`src/tpw_timer_regs.vh`:
```
// Register offsets, field positions, reset values and timing counts of the timer block
`ifndef TPW_TIMER_REGS_VH
`define TPW_TIMER_REGS_VH

// -----------------------------------------------------------------
// Byte offsets on the register bus
// -----------------------------------------------------------------
`define TPW_OFF_PRE_CTRL    8'h00
`define TPW_OFF_PRE_RELOAD  8'h04
`define TPW_OFF_T1_CTRL     8'h08
`define TPW_OFF_T2_CTRL     8'h0C
`define TPW_OFF_T3_CTRL     8'h10
`define TPW_OFF_T4_CTRL     8'h14
`define TPW_OFF_AUX_CTRL    8'h18
`define TPW_OFF_T1_RELOAD   8'h1C
`define TPW_OFF_T2_RELOAD   8'h20
`define TPW_OFF_T3_RELOAD   8'h24
`define TPW_OFF_T4_RELOAD   8'h28
`define TPW_OFF_T4_RELOAD_HI 8'h2C
`define TPW_OFF_COUNTS      8'h30
`define TPW_OFF_WDG         8'h34
`define TPW_OFF_IRQ_STATUS  8'h38
`define TPW_OFF_IRQ_ENABLE  8'h3C
`define TPW_OFF_IRQ_CLEAR   8'h40

// -----------------------------------------------------------------
// Field positions
// -----------------------------------------------------------------
`define TPW_PRE_RUN_BIT     0
`define TPW_TMR_SRC_LSB     0
`define TPW_TMR_RUN_BIT     2
`define TPW_T2_PIN_A_SEL    3
`define TPW_AUX_PIN_A_OE    0
`define TPW_AUX_PIN_B_OE    1
`define TPW_AUX_PIN_B_SEL   2
`define TPW_AUX_T1_GATE     3
`define TPW_AUX_T3_GATE     4
`define TPW_AUX_PWM_MODE    5
`define TPW_WDG_FLAG_BIT    16

// -----------------------------------------------------------------
// Reset values and widths
// -----------------------------------------------------------------
`define TPW_CTRL_RESET      4'h0
`define TPW_AUX_RESET       6'h00
`define TPW_RELOAD_RESET    8'hFF
`define TPW_CTRL_W          4
`define TPW_AUX_W           6

// -----------------------------------------------------------------
// Timing
// -----------------------------------------------------------------
`define TPW_CLK_NS          100
`define TPW_INST_DIV        2'd3
`define TPW_WDG_RATIO       65534

`endif

```
`src/tpw_unused_placeholder_never.v`:
```
// Reserved source file that holds no logic
`timescale 1ns/1ns
`default_nettype none
`default_nettype wire

```
`src/tpw_timer8.v`:
```
// Eight-bit reloadable down counter shared by the prescaler and the four timers
`timescale 1ns/1ns
`default_nettype none

module tpw_timer8
(
  input  wire       hclk,
  input  wire       hresetn,
  input  wire       run,
  input  wire       tick,
  input  wire       load,
  input  wire [7:0] reload_value,
  output reg  [7:0] count_reg,
  output reg        underflow_reg
);

  always @(posedge hclk or negedge hresetn)
  begin
    if (!hresetn)
    begin
      count_reg     <= 8'hFF;
      underflow_reg <= 1'b0;
    end
    else
    begin
      underflow_reg <= 1'b0;
      if (load)
      begin
        count_reg <= reload_value;
      end
      else if (run && tick)
      begin
        if (count_reg == 8'h00)
        begin
          count_reg     <= reload_value;
          underflow_reg <= 1'b1;
        end
        else
        begin
          count_reg <= count_reg - 8'h01;
        end
      end
    end
  end

endmodule

`default_nettype wire

```
`src/tpw_timer_top.v`:
```
// Prescaler, four timers (timer one chains into two, two into three), PWM, counter pins and watchdog behind an AHB-Lite slave
`timescale 1ns/1ns
`default_nettype none
`include "tpw_timer_regs.vh"

module tpw_timer_top
#(
  parameter WDG_RATIO = `TPW_WDG_RATIO
)
(
  input  wire        hclk,
  input  wire        hresetn,
  input  wire        hsel,
  input  wire [31:0] haddr,
  input  wire [1:0]  htrans,
  input  wire        hwrite,
  input  wire [2:0]  hsize,
  input  wire [31:0] hwdata,
  input  wire        hready,
  output wire        hreadyout,
  output wire        hresp,
  output reg  [31:0] hrdata,
  input  wire        crystal_input,
  input  wire        counter_pin_a_in,
  output reg         counter_pin_a_out,
  output wire        counter_pin_a_oe,
  input  wire        counter_pin_b_in,
  output reg         counter_pin_b_out,
  output wire        counter_pin_b_oe,
  input  wire        ext_irq_input_a,
  input  wire        ext_irq_input_b,
  output reg         pwm_signal,
  output reg         system_reset_req,
  output wire        irq
);

  // -----------------------------------------------------------------
  // Register state
  // -----------------------------------------------------------------
  reg                  pre_run_reg;
  reg [7:0]            pre_reload_reg;
  reg [`TPW_CTRL_W-1:0] t1_ctrl_reg;
  reg [`TPW_CTRL_W-1:0] t2_ctrl_reg;
  reg [`TPW_CTRL_W-1:0] t3_ctrl_reg;
  reg [`TPW_CTRL_W-1:0] t4_ctrl_reg;
  reg [`TPW_AUX_W-1:0]  aux_reg;
  reg [7:0]            t1_reload_reg;
  reg [7:0]            t2_reload_reg;
  reg [7:0]            t3_reload_reg;
  reg [7:0]            t4_reload_reg;
  reg [7:0]            t4_reload_hi_reg;
  reg [3:0]            irq_status_reg;
  reg [3:0]            irq_enable_reg;
  reg                  watchdog_flag;
  reg [15:0]           wdg_count_reg;

  reg                  wr_pend_reg;
  reg [7:0]            wr_addr_reg;
  reg [31:0]           rd_value;

  wire [7:0]           pre_count;
  wire [7:0]           t1_count;
  wire [7:0]           t2_count;
  wire [7:0]           t3_count;
  wire [7:0]           t4_count;
  wire                 prescaler_out;
  wire                 timer_one_underflow;
  wire                 timer_two_underflow;
  wire                 t3_udf;
  wire                 t4_udf;

  // -----------------------------------------------------------------
  // Helpers
  // -----------------------------------------------------------------
  function pick4;
    input [1:0] sel;
    input       s0;
    input       s1;
    input       s2;
    input       s3;
    begin
      case (sel)
        2'h0:    pick4 = s0;
        2'h1:    pick4 = s1;
        2'h2:    pick4 = s2;
        default: pick4 = s3;
      endcase
    end
  endfunction

  // -----------------------------------------------------------------
  // AHB-Lite slave: zero wait states, always OKAY
  // -----------------------------------------------------------------
  wire accept = hsel && hready && htrans[1];
  wire wr_now = wr_pend_reg;

  assign hreadyout = 1'b1;
  assign hresp     = 1'b0;

  function wr_hit;
    input [7:0] off;
    begin
      wr_hit = wr_now && (wr_addr_reg == off);
    end
  endfunction

  always @(posedge hclk or negedge hresetn)
  begin
    if (!hresetn)
    begin
      wr_pend_reg <= 1'b0;
      wr_addr_reg <= 8'h00;
      hrdata      <= 32'h00000000;
    end
    else
    begin
      wr_pend_reg <= accept && hwrite;
      if (accept)
      begin
        wr_addr_reg <= haddr[7:0];
      end
      if (accept && !hwrite)
      begin
        hrdata <= (haddr[31:8] == 24'h000000) ? rd_value : 32'h00000000;
      end
    end
  end

  always @*
  begin
    rd_value = 32'h00000000;
    case (haddr[7:0])
      `TPW_OFF_PRE_CTRL:     rd_value = {31'h00000000, pre_run_reg};
      `TPW_OFF_PRE_RELOAD:   rd_value = {24'h000000, pre_reload_reg};
      `TPW_OFF_T1_CTRL:      rd_value = {28'h0000000, t1_ctrl_reg};
      `TPW_OFF_T2_CTRL:      rd_value = {28'h0000000, t2_ctrl_reg};
      `TPW_OFF_T3_CTRL:      rd_value = {28'h0000000, t3_ctrl_reg};
      `TPW_OFF_T4_CTRL:      rd_value = {28'h0000000, t4_ctrl_reg};
      `TPW_OFF_AUX_CTRL:     rd_value = {26'h0000000, aux_reg};
      `TPW_OFF_T1_RELOAD:    rd_value = {24'h000000, t1_reload_reg};
      `TPW_OFF_T2_RELOAD:    rd_value = {24'h000000, t2_reload_reg};
      `TPW_OFF_T3_RELOAD:    rd_value = {24'h000000, t3_reload_reg};
      `TPW_OFF_T4_RELOAD:    rd_value = {24'h000000, t4_reload_reg};
      `TPW_OFF_T4_RELOAD_HI: rd_value = {24'h000000, t4_reload_hi_reg};
      `TPW_OFF_COUNTS:       rd_value = {t4_count, t3_count, t2_count, t1_count};
      `TPW_OFF_WDG:          rd_value = {15'h0000, watchdog_flag, wdg_count_reg};
      `TPW_OFF_IRQ_STATUS:   rd_value = {28'h0000000, irq_status_reg};
      `TPW_OFF_IRQ_ENABLE:   rd_value = {28'h0000000, irq_enable_reg};
      default:               rd_value = 32'h00000000;
    endcase
  end

  // Control and reload registers: steer the timers; the irq a and irq b pins can also gate timers one and three
  always @(posedge hclk or negedge hresetn)
  begin
    if (!hresetn)
    begin
      pre_run_reg      <= 1'b0;
      pre_reload_reg   <= `TPW_RELOAD_RESET;
      t1_ctrl_reg      <= `TPW_CTRL_RESET;
      t2_ctrl_reg      <= `TPW_CTRL_RESET;
      t3_ctrl_reg      <= `TPW_CTRL_RESET;
      t4_ctrl_reg      <= `TPW_CTRL_RESET;
      aux_reg          <= `TPW_AUX_RESET;
      t1_reload_reg    <= `TPW_RELOAD_RESET;
      t2_reload_reg    <= `TPW_RELOAD_RESET;
      t3_reload_reg    <= `TPW_RELOAD_RESET;
      t4_reload_reg    <= `TPW_RELOAD_RESET;
      t4_reload_hi_reg <= `TPW_RELOAD_RESET;
      irq_enable_reg   <= 4'h0;
    end
    else
    begin
      if (wr_hit(`TPW_OFF_PRE_CTRL))     pre_run_reg      <= hwdata[`TPW_PRE_RUN_BIT];
      if (wr_hit(`TPW_OFF_PRE_RELOAD))   pre_reload_reg   <= hwdata[7:0];
      if (wr_hit(`TPW_OFF_T1_CTRL))      t1_ctrl_reg      <= hwdata[`TPW_CTRL_W-1:0];
      if (wr_hit(`TPW_OFF_T2_CTRL))      t2_ctrl_reg      <= hwdata[`TPW_CTRL_W-1:0];
      if (wr_hit(`TPW_OFF_T3_CTRL))      t3_ctrl_reg      <= hwdata[`TPW_CTRL_W-1:0];
      if (wr_hit(`TPW_OFF_T4_CTRL))      t4_ctrl_reg      <= hwdata[`TPW_CTRL_W-1:0];
      if (wr_hit(`TPW_OFF_AUX_CTRL))     aux_reg          <= hwdata[`TPW_AUX_W-1:0];
      if (wr_hit(`TPW_OFF_T1_RELOAD))    t1_reload_reg    <= hwdata[7:0];
      if (wr_hit(`TPW_OFF_T2_RELOAD))    t2_reload_reg    <= hwdata[7:0];
      if (wr_hit(`TPW_OFF_T3_RELOAD))    t3_reload_reg    <= hwdata[7:0];
      if (wr_hit(`TPW_OFF_T4_RELOAD))    t4_reload_reg    <= hwdata[7:0];
      if (wr_hit(`TPW_OFF_T4_RELOAD_HI)) t4_reload_hi_reg <= hwdata[7:0];
      if (wr_hit(`TPW_OFF_IRQ_ENABLE))   irq_enable_reg   <= hwdata[3:0];
    end
  end

  // -----------------------------------------------------------------
  // Pin synchronisers: crystal, pin a, pin b, irq a, irq b
  // -----------------------------------------------------------------
  wire [4:0] pin_raw = {ext_irq_input_b, ext_irq_input_a, counter_pin_b_in,
                        counter_pin_a_in, crystal_input};
  reg  [4:0] sync1_reg;
  reg  [4:0] sync2_reg;
  reg  [4:0] sync3_reg;
  reg  [4:0] pin_level_reg;
  reg  [4:0] pin_rise_reg;
  wire [4:0] pin_level_next = (sync2_reg & sync3_reg) | (pin_level_reg & (sync2_reg | sync3_reg));

  always @(posedge hclk or negedge hresetn)
  begin
    if (!hresetn)
    begin
      sync1_reg     <= 5'h00;
      sync2_reg     <= 5'h00;
      sync3_reg     <= 5'h00;
      pin_level_reg <= 5'h00;
      pin_rise_reg  <= 5'h00;
    end
    else
    begin
      sync1_reg     <= pin_raw;
      sync2_reg     <= sync1_reg;
      sync3_reg     <= sync2_reg;
      pin_level_reg <= pin_level_next;
      pin_rise_reg  <= pin_level_next & ~pin_level_reg;
    end
  end

  wire xtal_tick  = pin_rise_reg[0];
  wire pin_a_tick = pin_rise_reg[1];
  wire pin_b_tick = pin_rise_reg[2];
  wire irq_a_lvl  = pin_level_reg[3];
  wire irq_b_lvl  = pin_level_reg[4];

  // -----------------------------------------------------------------
  // Instruction clock enable from the system clock
  // -----------------------------------------------------------------
  reg [1:0] inst_div_reg;
  reg       instruction_clock;

  always @(posedge hclk or negedge hresetn)
  begin
    if (!hresetn)
    begin
      inst_div_reg      <= 2'd0;
      instruction_clock <= 1'b0;
    end
    else
    begin
      instruction_clock <= (inst_div_reg == `TPW_INST_DIV - 2'd1);
      inst_div_reg      <= (inst_div_reg == `TPW_INST_DIV - 2'd1) ? 2'd0 : inst_div_reg + 2'd1;
    end
  end

  wire system_clock_signal = 1'b1;

  // -----------------------------------------------------------------
  // Prescaler and timers
  // -----------------------------------------------------------------
  reg  pwm_rise_reg;
  wire t1_run = t1_ctrl_reg[`TPW_TMR_RUN_BIT] && (!aux_reg[`TPW_AUX_T1_GATE] || irq_a_lvl);
  wire t3_run = t3_ctrl_reg[`TPW_TMR_RUN_BIT] && (!aux_reg[`TPW_AUX_T3_GATE] || irq_b_lvl);
  wire t2_run = t2_ctrl_reg[`TPW_TMR_RUN_BIT];
  wire t4_run = t4_ctrl_reg[`TPW_TMR_RUN_BIT];

  wire t1_tick = pick4(t1_ctrl_reg[1:0], instruction_clock, prescaler_out,
                       xtal_tick, pin_a_tick);
  wire t2_tick = pick4(t2_ctrl_reg[1:0], system_clock_signal, prescaler_out,
                       timer_one_underflow, pwm_rise_reg);
  wire t3_tick = pick4(t3_ctrl_reg[1:0], pwm_rise_reg, prescaler_out,
                       timer_two_underflow, pin_b_tick);
  wire t4_tick = t4_ctrl_reg[0] ? prescaler_out : xtal_tick;

  // PWM high period takes the second reload when PWM mode is on
  wire [7:0] t4_reload_sel = (aux_reg[`TPW_AUX_PWM_MODE] && !pwm_signal) ?
                             t4_reload_hi_reg : t4_reload_reg;

  tpw_timer8 u_pre
  (
    .hclk          (hclk),
    .hresetn       (hresetn),
    .run           (pre_run_reg),
    .tick          (instruction_clock),
    .load          (!pre_run_reg),
    .reload_value  (pre_reload_reg),
    .count_reg     (pre_count),
    .underflow_reg (prescaler_out)
  );

  // A reload written while stopped loads the counter with the word being written
  tpw_timer8 u_t1
  (
    .hclk          (hclk),
    .hresetn       (hresetn),
    .run           (t1_run),
    .tick          (t1_tick),
    .load          (wr_hit(`TPW_OFF_T1_RELOAD) && !t1_ctrl_reg[`TPW_TMR_RUN_BIT]),
    .reload_value  (wr_hit(`TPW_OFF_T1_RELOAD) ? hwdata[7:0] : t1_reload_reg),
    .count_reg     (t1_count),
    .underflow_reg (timer_one_underflow)
  );

  tpw_timer8 u_t2
  (
    .hclk          (hclk),
    .hresetn       (hresetn),
    .run           (t2_run),
    .tick          (t2_tick),
    .load          (wr_hit(`TPW_OFF_T2_RELOAD) && !t2_run),
    .reload_value  (wr_hit(`TPW_OFF_T2_RELOAD) ? hwdata[7:0] : t2_reload_reg),
    .count_reg     (t2_count),
    .underflow_reg (timer_two_underflow)
  );

  tpw_timer8 u_t3
  (
    .hclk          (hclk),
    .hresetn       (hresetn),
    .run           (t3_run),
    .tick          (t3_tick),
    .load          (wr_hit(`TPW_OFF_T3_RELOAD) && !t3_ctrl_reg[`TPW_TMR_RUN_BIT]),
    .reload_value  (wr_hit(`TPW_OFF_T3_RELOAD) ? hwdata[7:0] : t3_reload_reg),
    .count_reg     (t3_count),
    .underflow_reg (t3_udf)
  );

  tpw_timer8 u_t4
  (
    .hclk          (hclk),
    .hresetn       (hresetn),
    .run           (t4_run),
    .tick          (t4_tick),
    .load          (wr_hit(`TPW_OFF_T4_RELOAD) && !t4_run),
    .reload_value  (wr_hit(`TPW_OFF_T4_RELOAD) ? hwdata[7:0] : t4_reload_sel),
    .count_reg     (t4_count),
    .underflow_reg (t4_udf)
  );

  // -----------------------------------------------------------------
  // PWM, counter pin outputs
  // -----------------------------------------------------------------
  assign counter_pin_a_oe = aux_reg[`TPW_AUX_PIN_A_OE];
  assign counter_pin_b_oe = aux_reg[`TPW_AUX_PIN_B_OE];
  reg    t3_toggle_reg;

  always @(posedge hclk or negedge hresetn)
  begin
    if (!hresetn)
    begin
      pwm_signal        <= 1'b0;
      pwm_rise_reg      <= 1'b0;
      t3_toggle_reg     <= 1'b0;
      counter_pin_a_out <= 1'b0;
      counter_pin_b_out <= 1'b0;
    end
    else
    begin
      pwm_rise_reg <= t4_udf && !pwm_signal;
      if (t4_udf)
        pwm_signal <= !pwm_signal;
      if (t3_udf)
        t3_toggle_reg <= !t3_toggle_reg;
      if (t2_ctrl_reg[`TPW_T2_PIN_A_SEL] ? timer_two_underflow : timer_one_underflow)
        counter_pin_a_out <= !counter_pin_a_out;
      counter_pin_b_out <= aux_reg[`TPW_AUX_PIN_B_SEL] ? t3_toggle_reg : pwm_signal;
    end
  end

  // -----------------------------------------------------------------
  // Interrupt flags: set wins over clear
  // -----------------------------------------------------------------
  wire [3:0] udf_vec = {t4_udf, t3_udf, timer_two_underflow, timer_one_underflow};
  wire [3:0] clr_vec = wr_hit(`TPW_OFF_IRQ_CLEAR) ? hwdata[3:0] : 4'h0;

  always @(posedge hclk or negedge hresetn)
  begin
    if (!hresetn)
      irq_status_reg <= 4'h0;
    else
      irq_status_reg <= (irq_status_reg & ~clr_vec) | udf_vec;
  end

  assign irq = |(irq_status_reg & irq_enable_reg);

  // -----------------------------------------------------------------
  // Watchdog: free-running, no control register
  // -----------------------------------------------------------------
  localparam [31:0] WDG_LAST_W = WDG_RATIO - 1;
  localparam [15:0] WDG_LAST   = WDG_LAST_W[15:0];
  wire wdg_done = instruction_clock && (wdg_count_reg == 16'h0000);
  wire wdg_clr  = wr_hit(`TPW_OFF_WDG) && hwdata[`TPW_WDG_FLAG_BIT];

  always @(posedge hclk or negedge hresetn)
  begin
    if (!hresetn)
    begin
      wdg_count_reg    <= WDG_LAST;
      watchdog_flag    <= 1'b0;
      system_reset_req <= 1'b0;
    end
    else
    begin
      system_reset_req <= wdg_done && watchdog_flag;
      if (instruction_clock)
        wdg_count_reg <= (wdg_count_reg == 16'h0000) ? WDG_LAST : wdg_count_reg - 16'h0001;
      if (wdg_done)
        watchdog_flag <= 1'b1;
      else if (wdg_clr)
        watchdog_flag <= 1'b0;
    end
  end

endmodule

`default_nettype wire

```
`config.mk`:
```
export PLATFORM = sky130hd
export DESIGN_NAME = tpw_timer_top
export DESIGN_NICKNAME = d
export VERILOG_FILES = /design/src/tpw_unused_placeholder_never.v /design/src/tpw_timer8.v /design/src/tpw_timer_top.v
export VERILOG_INCLUDE_DIRS = /design/src /design/src/src
export SDC_FILE = /design/constraint.sdc
export NUM_CORES = 1
export LEC_CHECK = 0
export ABC_AREA = 1
export BUFFER_PORTS_ARGS = -buffer_cell sky130_fd_sc_hd__buf_4
export CAP_MARGIN = 20
export CELL_PAD_IN_SITES_DETAIL_PLACEMENT = 0
export CELL_PAD_IN_SITES_GLOBAL_PLACEMENT = 1
export CORE_UTILIZATION = 47
export DETAILED_ROUTE_END_ITERATION = 10
export GPL_TIMING_DRIVEN = 0
export PLACE_DENSITY_LB_ADDON = 0.1
export SYNTH_ARGS = -nofsm -noshare
export SYNTH_HDL_FRONTEND = slang
export SYNTH_SLANG_ARGS = --single-unit
```
`constraint.sdc`:
```
create_clock -name hclk -period 5 [get_ports hclk]
set_input_delay 0.5 -clock hclk [delete_from_list [all_inputs] [get_ports hclk]]
set_output_delay 0.5 -clock hclk [all_outputs]
set_load 0.005 [all_outputs]
```
After elaboration in Yosys (flattened, before gate mapping)

Index checks and enable logic that the tools add are counted.

Flip-flop bits (word level): 214
Output and inout port bits: 41
Word-level logic and storage cells: 209

Equality and inequality tests: 37
Reductions and logical operators: 65
Add/subtract/negate cells: 7
Bitwise gates (word level): 10
Multiplexer cells: 48

Operator list:

| cell                                                                  | count |
|---|---|
| 32-bit one-hot mux with 16 select lines                               | 1 |
| 8-bit 2-to-1 mux                                                      | 20 |
| 8-bit by 6-bit equality test with 1-bit output, second input constant | 14 |
| 8-bit by 5-bit equality test with 1-bit output, second input constant | 8 |
| 8-bit logical NOT                                                     | 7 |
| 8-bit by 1-bit subtractor with 8-bit output, second input constant    | 5 |
| 1-bit logical AND                                                     | 35 |
| 8-bit by 4-bit equality test with 1-bit output, second input constant | 4 |
| 32-bit 2-to-1 mux                                                     | 1 |
| 24-bit logical NOT                                                    | 1 |
| 1-bit 2-to-1 mux                                                      | 20 |
| 8-bit by 3-bit equality test with 1-bit output, second input constant | 2 |
| 16-bit logical NOT                                                    | 1 |
| 16-bit 2-to-1 mux                                                     | 1 |
| 16-bit by 1-bit subtractor with 16-bit output, second input constant  | 1 |
| 5-bit bitwise AND                                                     | 2 |
| 1-bit logical NOT                                                     | 10 |
| 5-bit bitwise OR                                                      | 2 |
| 2-bit nonzero test                                                    | 5 |
| 1-bit one-hot mux with 3 select lines                                 | 3 |
| 4-bit bitwise AND                                                     | 2 |
| 2-bit equality test, second input constant                            | 4 |
| 8-bit by 7-bit equality test with 1-bit output, second input constant | 1 |
| 2-bit by 1-bit equality test with 1-bit output, second input constant | 3 |
| other kinds (11)                                                      | 14 |

Longest topological paths before layout

Gate-level depths: netlist of run 1.

Depth in word-level cells: 7
Gate-level depth with buffers: 11

Cells and area by module

A second synthesis of run 1 with hierarchy kept.

Cell total of the unflattened synthesis: 1,454
Area total of the unflattened synthesis: 11,362.1 µm²

Modules (own cells, without submodules):

| module        | sequential area each (µm²) | cells each | area an instance (µm²) | instances |
|---|---|---|---|---|
| tpw_timer_top | 4,307.9                    | 989        | 8,052.7                | 1 |
| tpw_timer8    | 235.2                      | 93         | 661.9                  | 5 |

Worst setup path before layout of run 1

No wires, ideal clock.

Path kind: flip-flop to flip-flop
From: reg u_t1.count_reg[0]
To: reg u_t1.count_reg[5]
Data required time: 4.923 ns
Path slack: 3.408 ns
Period minus slack after synthesis: 1.592 ns
Stages on the path, launching flop included: 9
Data arrival time: 1.515 ns
Path buffers: 0
Cells stage by stage: dfstp_2 inv_1 ha_1 nand3_1 nor2_1 a21oi_1 o21ai_0 nand3_1 nand2_1

Cells in the longest elaborated chain, start to end: 4
Elaborated cells on any way between the ends: 5
Those cells by class: add/sub (1); mux (3); reduce/logical (1)

Ends and longest elaborated chain:

| what                                                                                    | line                             | RTL |
|---|---|---|
| start, declared                                                                         | tpw_timer8.v:13                  | `output reg [7:0] count_reg,` |
| start signal, assigned                                                                  | tpw_timer8.v:29                  | `count_reg <= reload_value;` |
| start signal, assigned                                                                  | tpw_timer8.v:35                  | `count_reg <= reload_value;` |
| start signal, assigned                                                                  | tpw_timer8.v:40                  | `count_reg <= count_reg - 8'h01;` |
| 8-bit by 1-bit subtractor with 8-bit output / 8-bit logical NOT (equally long branches) | tpw_timer8.v:40, tpw_timer8.v:33 |  |
| 8-bit 2-to-1 mux (*)                                                                    | tpw_timer8.v:33                  | `if (count_reg == 8'h00)` |
| 8-bit 2-to-1 mux (*)                                                                    | tpw_timer8.v:31                  | `else if (run && tick)` |
| 8-bit 2-to-1 mux (*)                                                                    | tpw_timer8.v:27                  | `if (load)` |

Mark *: on every way between the ends. The rest lies on a longest branch, timed or not. The select of a mux whose other input is x is not followed.
A chain may end at the register's enable or synchronous reset.

Worst setup path after layout of run 1

From: in htrans[1]
To: reg hrdata[0]

Cells in the longest elaborated chain, start to end: 2

Ends and longest elaborated chain:

| what                 | line                | RTL |
|---|---|---|
| start, declared      | tpw_timer_top.v:15  | `input wire [1:0] htrans,` |
| 1-bit logical AND    | tpw_timer_top.v:94  | `wire accept = hsel && hready && htrans[1];` |
| 1-bit logical AND    | tpw_timer_top.v:122 | `if (accept && !hwrite)` |
| end signal, assigned | tpw_timer_top.v:124 | `hrdata <= (haddr[31:8] == 24'h000000) ? rd_value : 32'h00000000;` |
| end, declared        | tpw_timer_top.v:22  | `output reg [31:0] hrdata,` |

No other way between the ends.

==> results of run 1 <==
## synthesized netlist by cell type, types with 3 or more instances
| cell | number | area, um2 |
|---|---|---|
| sky130_fd_sc_hd__a21oi_1 | 15 | 75.1 |
| sky130_fd_sc_hd__buf_2 | 17 | 85.1 |
| sky130_fd_sc_hd__buf_4 | 7 | 52.6 |
| sky130_fd_sc_hd__buf_6 | 3 | 33.8 |
| sky130_fd_sc_hd__clkbuf_1 | 13 | 48.8 |
| sky130_fd_sc_hd__dfrtp_1 | 111 | 2780 |
| sky130_fd_sc_hd__dfstp_2 | 103 | 2710 |
| sky130_fd_sc_hd__ha_1 | 12 | 150 |
| sky130_fd_sc_hd__inv_1 | 172 | 646 |
| sky130_fd_sc_hd__nand2_1 | 452 | 1700 |
| sky130_fd_sc_hd__nand2_2 | 4 | 25.0 |
| sky130_fd_sc_hd__nand3_1 | 146 | 731 |
| sky130_fd_sc_hd__nand3b_1 | 3 | 22.5 |
| sky130_fd_sc_hd__nand4_1 | 16 | 100 |
| sky130_fd_sc_hd__nor2_1 | 128 | 480 |
| sky130_fd_sc_hd__nor2_2 | 5 | 31.3 |
| sky130_fd_sc_hd__nor2_4 | 3 | 33.8 |
| sky130_fd_sc_hd__nor3_1 | 6 | 30.0 |
| sky130_fd_sc_hd__o211ai_1 | 16 | 120 |
| sky130_fd_sc_hd__o21ai_0 | 141 | 706 |
| sky130_fd_sc_hd__o21ai_1 | 5 | 25.0 |
| sky130_fd_sc_hd__o21ai_2 | 9 | 78.8 |
| sky130_fd_sc_hd__o22ai_1 | 15 | 93.8 |
| sky130_fd_sc_hd__or2_2 | 4 | 25.0 |
| sky130_fd_sc_hd__xor2_1 | 18 | 158 |
## worst reg2reg max path: cells and delay by family (launching register included)
kind             cells  cell delay, ps
AND/OR/NAND/NOR      7             960
flip-flops           1             400
AO/OA/AOI/OAI        1             530
## path summary, 6_finish.rpt
check                                           endpoint  slack (ps)
setup / recovery                   hrdata[0]$_DFFE_PN0P_        3020
hold / removal                   pre_run_reg$_DFFE_PN0P_          -2
setup reg to reg           u_t1.count_reg[7]$_DFFE_PN1P_        3020
hold reg to reg                   sync2_reg[1]$_DFF_PN0_         340
max in group asynchronous  u_t2.count_reg[6]$_DFFE_PN1P_        4030
min in group hclk                 sync1_reg[4]$_DFF_PN0_          60
## cell type report
| cell class | instances | area [um2] |
|---|---|---|
| fillers | 2164 | 9890 |
| flip-flops and latches | 214 | 5480 |
| multi-input cells | 1017 | 4760 |
| repair buffers | 91 | 711 |
| clock buffers | 34 | 699 |
| inverters | 175 | 657 |
| well taps | 313 | 392 |
| plain buffers | 40 | 220 |
| clock inverters | 12 | 105 |
## stage by stage
step | area (um2) | worst slack (ps) | hold slack, ps | utilization | instances
final | 13000 | 3020 | -2.07 | 0.568 | 1896
after floorplan | 11100 | 3410 | 204 | - | 1446
after detailed placement | 12200 | 2490 | 336 | 0.533 | 1850
after global routing | 13000 | 2820 | 50.6 | 0.568 | 1896
after global placement | 12200 | 1840 | 332 | 0.532 | 1849
after CTS | 13000 | 3030 | 48.7 | 0.568 | 1896
## power by group through the flow
| stage | clock network (uW) | registers, uW | logic (uW) |
|---|---|---|---|
| after detailed placement | 0 | 2360 | 975 |
| after floorplan | 0 | 2290 | 718 |
| after CTS | 1820 | 2340 | 980 |
| after global placement | 0 | 2360 | 953 |
| after global routing | 1880 | 2380 | 1150 |
| final | 1790 | 2340 | 973 |
## cell families after synthesis
family                     share of synthesized area
AOI/OAI and AO/OA                              0.100
DFF                                            0.493
buffers and inverters                         0.0789
xor gates and xnor gates                      0.0158
other                                       0.000675
and+or+nand+nor                                0.296
adders and majority gates                     0.0153
## metal layers
metal  global-route usage  vias up  routed length [um]
met5                    0        -                   0
met4               0.0738        0                 808
met3               0.0392       44                2000
met2                0.432      270               14300
met1                0.395     4601               14600
li1                     -     4864                   -
==> impl_results.md, run 1 <==
- Core Region: between 20000 and 25000 um2
- Global-route wire length before repair: 51400 um
- Sequential element share of the synthesized area: 0.493
- Number of flip-flops in the largest register: 32
- Clk Latency, worst-skew pair: 540 ps
- Net total in the final layout: ~1700
- Number of warnings reported in the yosys synthesis log: 0
- Synthesized Nets: 1537
- Hold Path Class: in -> async
- Status: complete, but fails checks
- Initial DRC Count: roughly 900
- Post-CTS Setup Repair Bufs: 0
- Total chip power: around 5100 uW
- Maximum number of pins on one net before global-route repair: 112
- Sw Ratio: 0.311
- Average routed wire per standard cell: 16.7 um
- Crit path max-delay family: simple AND/OR/NAND/NOR gates
- Effective utilization at floorplan: 0.485
- Maximum net fanout on the critical path: 10
- Crit path buf inv count: 2
- Clock H-tree levels: 1
- Critical Path Sink Type: flop
- Synthesized area: 11100 um2
- Power density cells: between 300 and 400 nW/um2
- FF-to-FF path depth: 8
- Detail-routed via count per cell: slightly above 5
- Number of maximum-capacitance violations: 0
- Source of the critical timing path: htrans[1]
- Post-detailed-route count of antenna-violating nets: 0
- DRC violations left: 0
- Hold violation total from the final report: 1
- Gate count of the mapped netlist: 1446
- Post-Route Hold Slack: -2.07 ps
- Critical path depth: 8
- Number of different library cells in the post-synthesis netlist: 40
- Maximum clock rate: between 500 and 600 MHz
- Commonest cells after routing, fill and taps aside: sky130_fd_sc_hd__nand2_1 (452), sky130_fd_sc_hd__inv_1 (172), sky130_fd_sc_hd__nand3_1 (146)
- Die outline width: 156 um
- Post-synthesis to final-layout area growth: 17.2%
- Slew at the pin closest to its max-slew limit: around 900 ps
- Worst EP arrival: around 2500 ps
- DPL Wire Length: 23500 um
- Number of failing setup endpoints in the final timing report: 0
- Number of enable-type register cells in the synthesized netlist: 0
- Required time worst endpoint: about 5500 ps
- DIE AREA: between 20000 and 25000 um2
- Final global-route overflow total: 0
- Average footprint of a synthesized cell: 7.69 um2
- Worst slew margin relative to its limit: 0.400
- Violations in the final reports: hold timing
- Total via count in the routed design: 9779
- Clock Path Buffers: 3
- Worst-path cell with the longest stage delay: sky130_fd_sc_hd__nor2_1
- Tot GR Track Use: 0.274
- Router iterations before antenna repair: 5
- Synth Flop Type: sky130_fd_sc_hd__dfrtp_1
- Final number of max-transition violations: 0
- Weighted congestion reported at the end of routability-driven placement: 0.921
- Worst supply voltage drop on vdd: 0.339 mV
- Count of hold buffers inserted by post-cts repair: 0
- Final-layout setup total negative slack: 0 ps
- Number of cell rows: 55
- Number of port buffers: 90
- Via count of the first global-routing pass: 9410
- Worst setup path category: in -> reg
- Share of final-layout standard cells stronger than drive strength 1: 0.187
- Max stage delay on crit path: 450 ps
- Cell Int Power: 3520 uW
- CTS tree: built
- FF-to-FF Start: wr_addr_reg[1]$_DFFE_PN0P_
- Vert. Die Dim: 156 um
- Startpoint type of the worst setup path: input pin
- TritonCTS sink count: about 210
- Clk pin slew, worst setup/hold paths: ~60 ps
- Final setup skew: 12.7 ps
- Total of flip-flops plus latches after synthesis: 214
- # IOs: 120
- Clock period minus worst slack: roughly 2000 ps
- Cell-by-cell trace of the critical path: buf_4 -> nand3_2 -> nor2_1 -> buf_2 -> nand2_1 -> nor2_1 -> o21ai_0 -> nand2_1
- Share of async-settable or async-resettable flops after synthesis: 1.00
- Net Switching: between 1500 and 2000 uW
- Clk root buf: sky130_fd_sc_hd__clkbuf_16
- Combinational share of power: 0.191
- Resized cells post-CTS: 0
- DRT Wirelength: approximately 32000 um
- Unrepaired setup endpoints after global routing: no
- Number of antenna repair diodes: 0
- Cell leakage power: 0.00681 uW
- Inserted Clock Buffers: 25
- Share of total power in sequential cells: 0.459
- Ratio of final minimum period to clock period: 0.396
- Antenna violations before repair: 1
- Commonest non-fill, non-tap cell in the layout: sky130_fd_sc_hd__nand2_1
- Power share of the clock group: 0.350
No activity file was read; power rests on OpenSTA's default activity.
==> inputs of run 2 (changes only) <==
CORE_UTILIZATION = 44   (was 47)
clock period = 2.1 ns   (was 5 ns; I/O delays follow)
==> run 2 against run 1 <==
Net effect:
- the flow now finishes without violations
- global-route usage is 1.4 points lower
- register-to-register slack got worse by 2800 ps
- clock power is 140% higher
- combinational power rose by 140%
- highest routed layer unchanged
- clock-buffer cell count did not move
- power increased by 140%
- worst setup slack worse by 2800 ps
- first-iteration DRC count is 21% lower
- critical endpoint is now u_t1.count_reg[4]$_DFFE_PN1P_
- critical path depth unchanged
- die area is 6.7% higher
==> impl_results.md, run 2 (same netlist as run 1, synthesis figures left out) <==
- Status: complete, no violations
- Slew at the pin closest to its max-slew limit: 767 ps (-132 ps)
- Hold violation total from the final report: 0 (-1)
- Setup slack of the worst register-to-register path: 170 ps (-2850 ps)
- Clk Latency, worst-skew pair: 530 ps (about the same)
- Average routed wire per standard cell: 17.0 um (+1.8%)
- Net total in the final layout: 1671 (+0.97%)
- Post-synthesis to final-layout area growth: 19.0%
- Core Region: 24500 um2 (+7.1%)
- Share of final-layout standard cells stronger than drive strength 1: 0.185 (-0.00238)
- Router iterations before antenna repair: 5 (unchanged)
- Required time worst endpoint: 2550 ps (-2910 ps)
- Final number of max-transition violations: 0 (unchanged)
- Initial DRC Count: 707 (-21%)
- CTS tree: built
- Die outline width: 161 um (+3.3%)
- Worst setup path category: reg -> reg
- Clk root buf: sky130_fd_sc_hd__clkbuf_16
- Max stage delay on crit path: 570 ps (+120 ps)
- Unrepaired setup endpoints after global routing: no
- Post-detailed-route count of antenna-violating nets: 0 (unchanged)
- Worst-path cell with the longest stage delay: sky130_fd_sc_hd__dfstp_2
- Effective utilization at floorplan: 0.453 (-0.0320)
- Maximum number of pins on one net before global-route repair: 123 (+9.8%)
- Instance area at placement: 12200 um2 (+0.11%)
- DIE AREA: 25900 um2 (+6.7%)
- Clock period minus worst slack: 1930 ps
- Final Worst Setup Slack: 168 ps (-2850 ps)
- Ratio of final minimum period to clock period: 0.920
- Worst slew margin relative to its limit: 0.483 (+0.0829)
- Maximum net fanout on the critical path: 8 (-2)
- Cell-by-cell trace of the critical path: inv_1 -> ha_1 -> nand3_1 -> nor2_1 -> a21oi_1 -> nand3_1 -> nand3_1 -> nand2_1
- Total via count in the routed design: 9914 (+1.4%)
- Source of the critical timing path: u_t1.count_reg[0]$_DFFE_PN1P_
- TritonCTS sink count: 214 (unchanged)
- Hold Path Class: in -> reg
- Final setup skew: 20.2 ps (+7.45 ps)
- Antenna violations before repair: 0 (-1)
- Clk pin slew, worst setup/hold paths: 60 ps (about the same)
- Min-delay src: hwdata[5]
- # IOs: 120 (unchanged)
- Number of flip-flops in the largest register: 32 (unchanged)
- Startpoint type of the worst setup path: flop
- Detail-routed via count per cell: 5.16 (about the same)
- DRC violations left: 0 (unchanged)
- Tot GR Track Use: 0.260 (-0.0142)
- DPL Wire Length: 24300 um (+3.3%)
- Commonest non-fill, non-tap cell in the layout: sky130_fd_sc_hd__nand2_1
- DRT Wirelength: 32800 um (+3.2%)
- Number of failing setup endpoints in the final timing report: 0 (unchanged)
- Maximum clock rate: 518 MHz
- Inserted Clock Buffers: 24 (-4.0%)
- Power density cells: 930 nW/um2 (+140%)
- Clock H-tree levels: 1 (unchanged)
- Weighted congestion reported at the end of routability-driven placement: 0.921 (about the same)
- Clock Path Buffers: 3 (unchanged)
- Global-route wire length before repair: 52000 um (+1.3%)
- Worst slack after detailed placement: -119 ps (-2600 ps)
- Post-Layout Inst Area: 13200 um2 (+1.6%)
- Cell leakage power: 0.00689 uW (+1.1%)
- Number of antenna repair diodes: 0 (unchanged)
- Worst supply voltage drop on vdd: 0.774 mV (+130%)
- FF-to-FF Start: u_t1.count_reg[0]$_DFFE_PN1P_
- Via count of the first global-routing pass: 9413 (+0.032%)
- Vert. Die Dim: 161 um (+3.3%)
- Number of cell rows: 57 (+3.6%)
- Post-CTS Setup Repair Bufs: 0 (unchanged)
- Final global-route overflow total: 0 (unchanged)
- Number of maximum-capacitance violations: 0 (unchanged)
- Worst EP arrival: 2380 ps (-70 ps)
- Critical Path Sink Type: flop
- Commonest cells after routing, fill and taps aside: sky130_fd_sc_hd__nand2_1 (452), sky130_fd_sc_hd__inv_1 (172), sky130_fd_sc_hd__nand3_1 (146)
- Layout filler cell count: 2423 (+12%)
- Number of port buffers: 90 (unchanged)
- Most used cell along the critical path: sky130_fd_sc_hd__nand3_1
## run 2: what timing repair did
action	4_1_cts	5_1_grt
endpoints found under the hold margin	50	0
gates resized for setup	0	5
hold buffers	17	0
setup endpoints to repair	0	7
## run 2: where the power goes
part | total (uW) | internal [uW] | switching, uW
clock | 4340 | 2630 | 1710
sequential | 5590 | 5050 | 531
combinational | 2380 | 877 | 1500
## run 2: layout make-up
cell class                      instances  area [um2]  area share
Inverter                              175         657      0.0496
Multi-Input combinational cell       1017        4770       0.360
Clock inverter                         10         140      0.0106
Buffer                                 40         220      0.0166
Tap cell                              324         405      0.0306
Sequential cell                       214        5490       0.415
Timing Repair Buffer                  108         881      0.0666
Clock buffer                           34         678      0.0512
## run 2: per-layer routing
metal | vias up | routed length, um | GRT usage | share of wire
li1 | 4907 | - | - | -
met1 | 4720 | 15300 | 0.373 | 0.47
met2 | 243 | 15000 | 0.415 | 0.46
met3 | 44 | 1670 | 0.0328 | 0.051
met4 | 0 | 812 | 0.0708 | 0.025
met5 | - | 0 | 0 | 0
## run 2: worst max-delay path: cells and delay by family, from the launching register on
| kind | cells | cell delay, ps |
|---|---|---|
| flip-flops | 1 | 570 |
| AO/OA/AOI/OAI | 1 | 490 |
| AND/OR/NAND/NOR | 5 | 480 |
| adder cells (fa/ha/maj) | 1 | 210 |
| buffers and inverters | 1 | 100 |
## run 2: final timing paths
| check | endpoint | depth (start not counted) |
|---|---|---|
| setup / recovery | u_t1.count_reg[4]$_DFFE_PN1P_ | 8 |
| hold / removal | t4_reload_reg[5]$_DFFE_PN1P_ | 3 |
| setup reg to reg | u_t1.count_reg[4]$_DFFE_PN1P_ | 8 |
| hold reg to reg | sync2_reg[3]$_DFF_PN0_ | 0 |
| max in group asynchronous | instruction_clock$_DFF_PN0_ | 3 |
| min in group asynchronous | aux_reg[0]$_DFFE_PN0P_ | 2 |
## run 2: through the flow
stage               total power, uW  hold slack (ps)   util  setup TNS (ps)  cells
floorplan                      7150            -85.6      -               0   1446
global placement               7900              319  0.497          -91160   1860
detailed placement             7970              279  0.499            -340   1861
CTS                           12400             4.03  0.539               0   1922
global route                  13000             20.5  0.539               0   1922
finish                        12300             13.3  0.539               0   1922
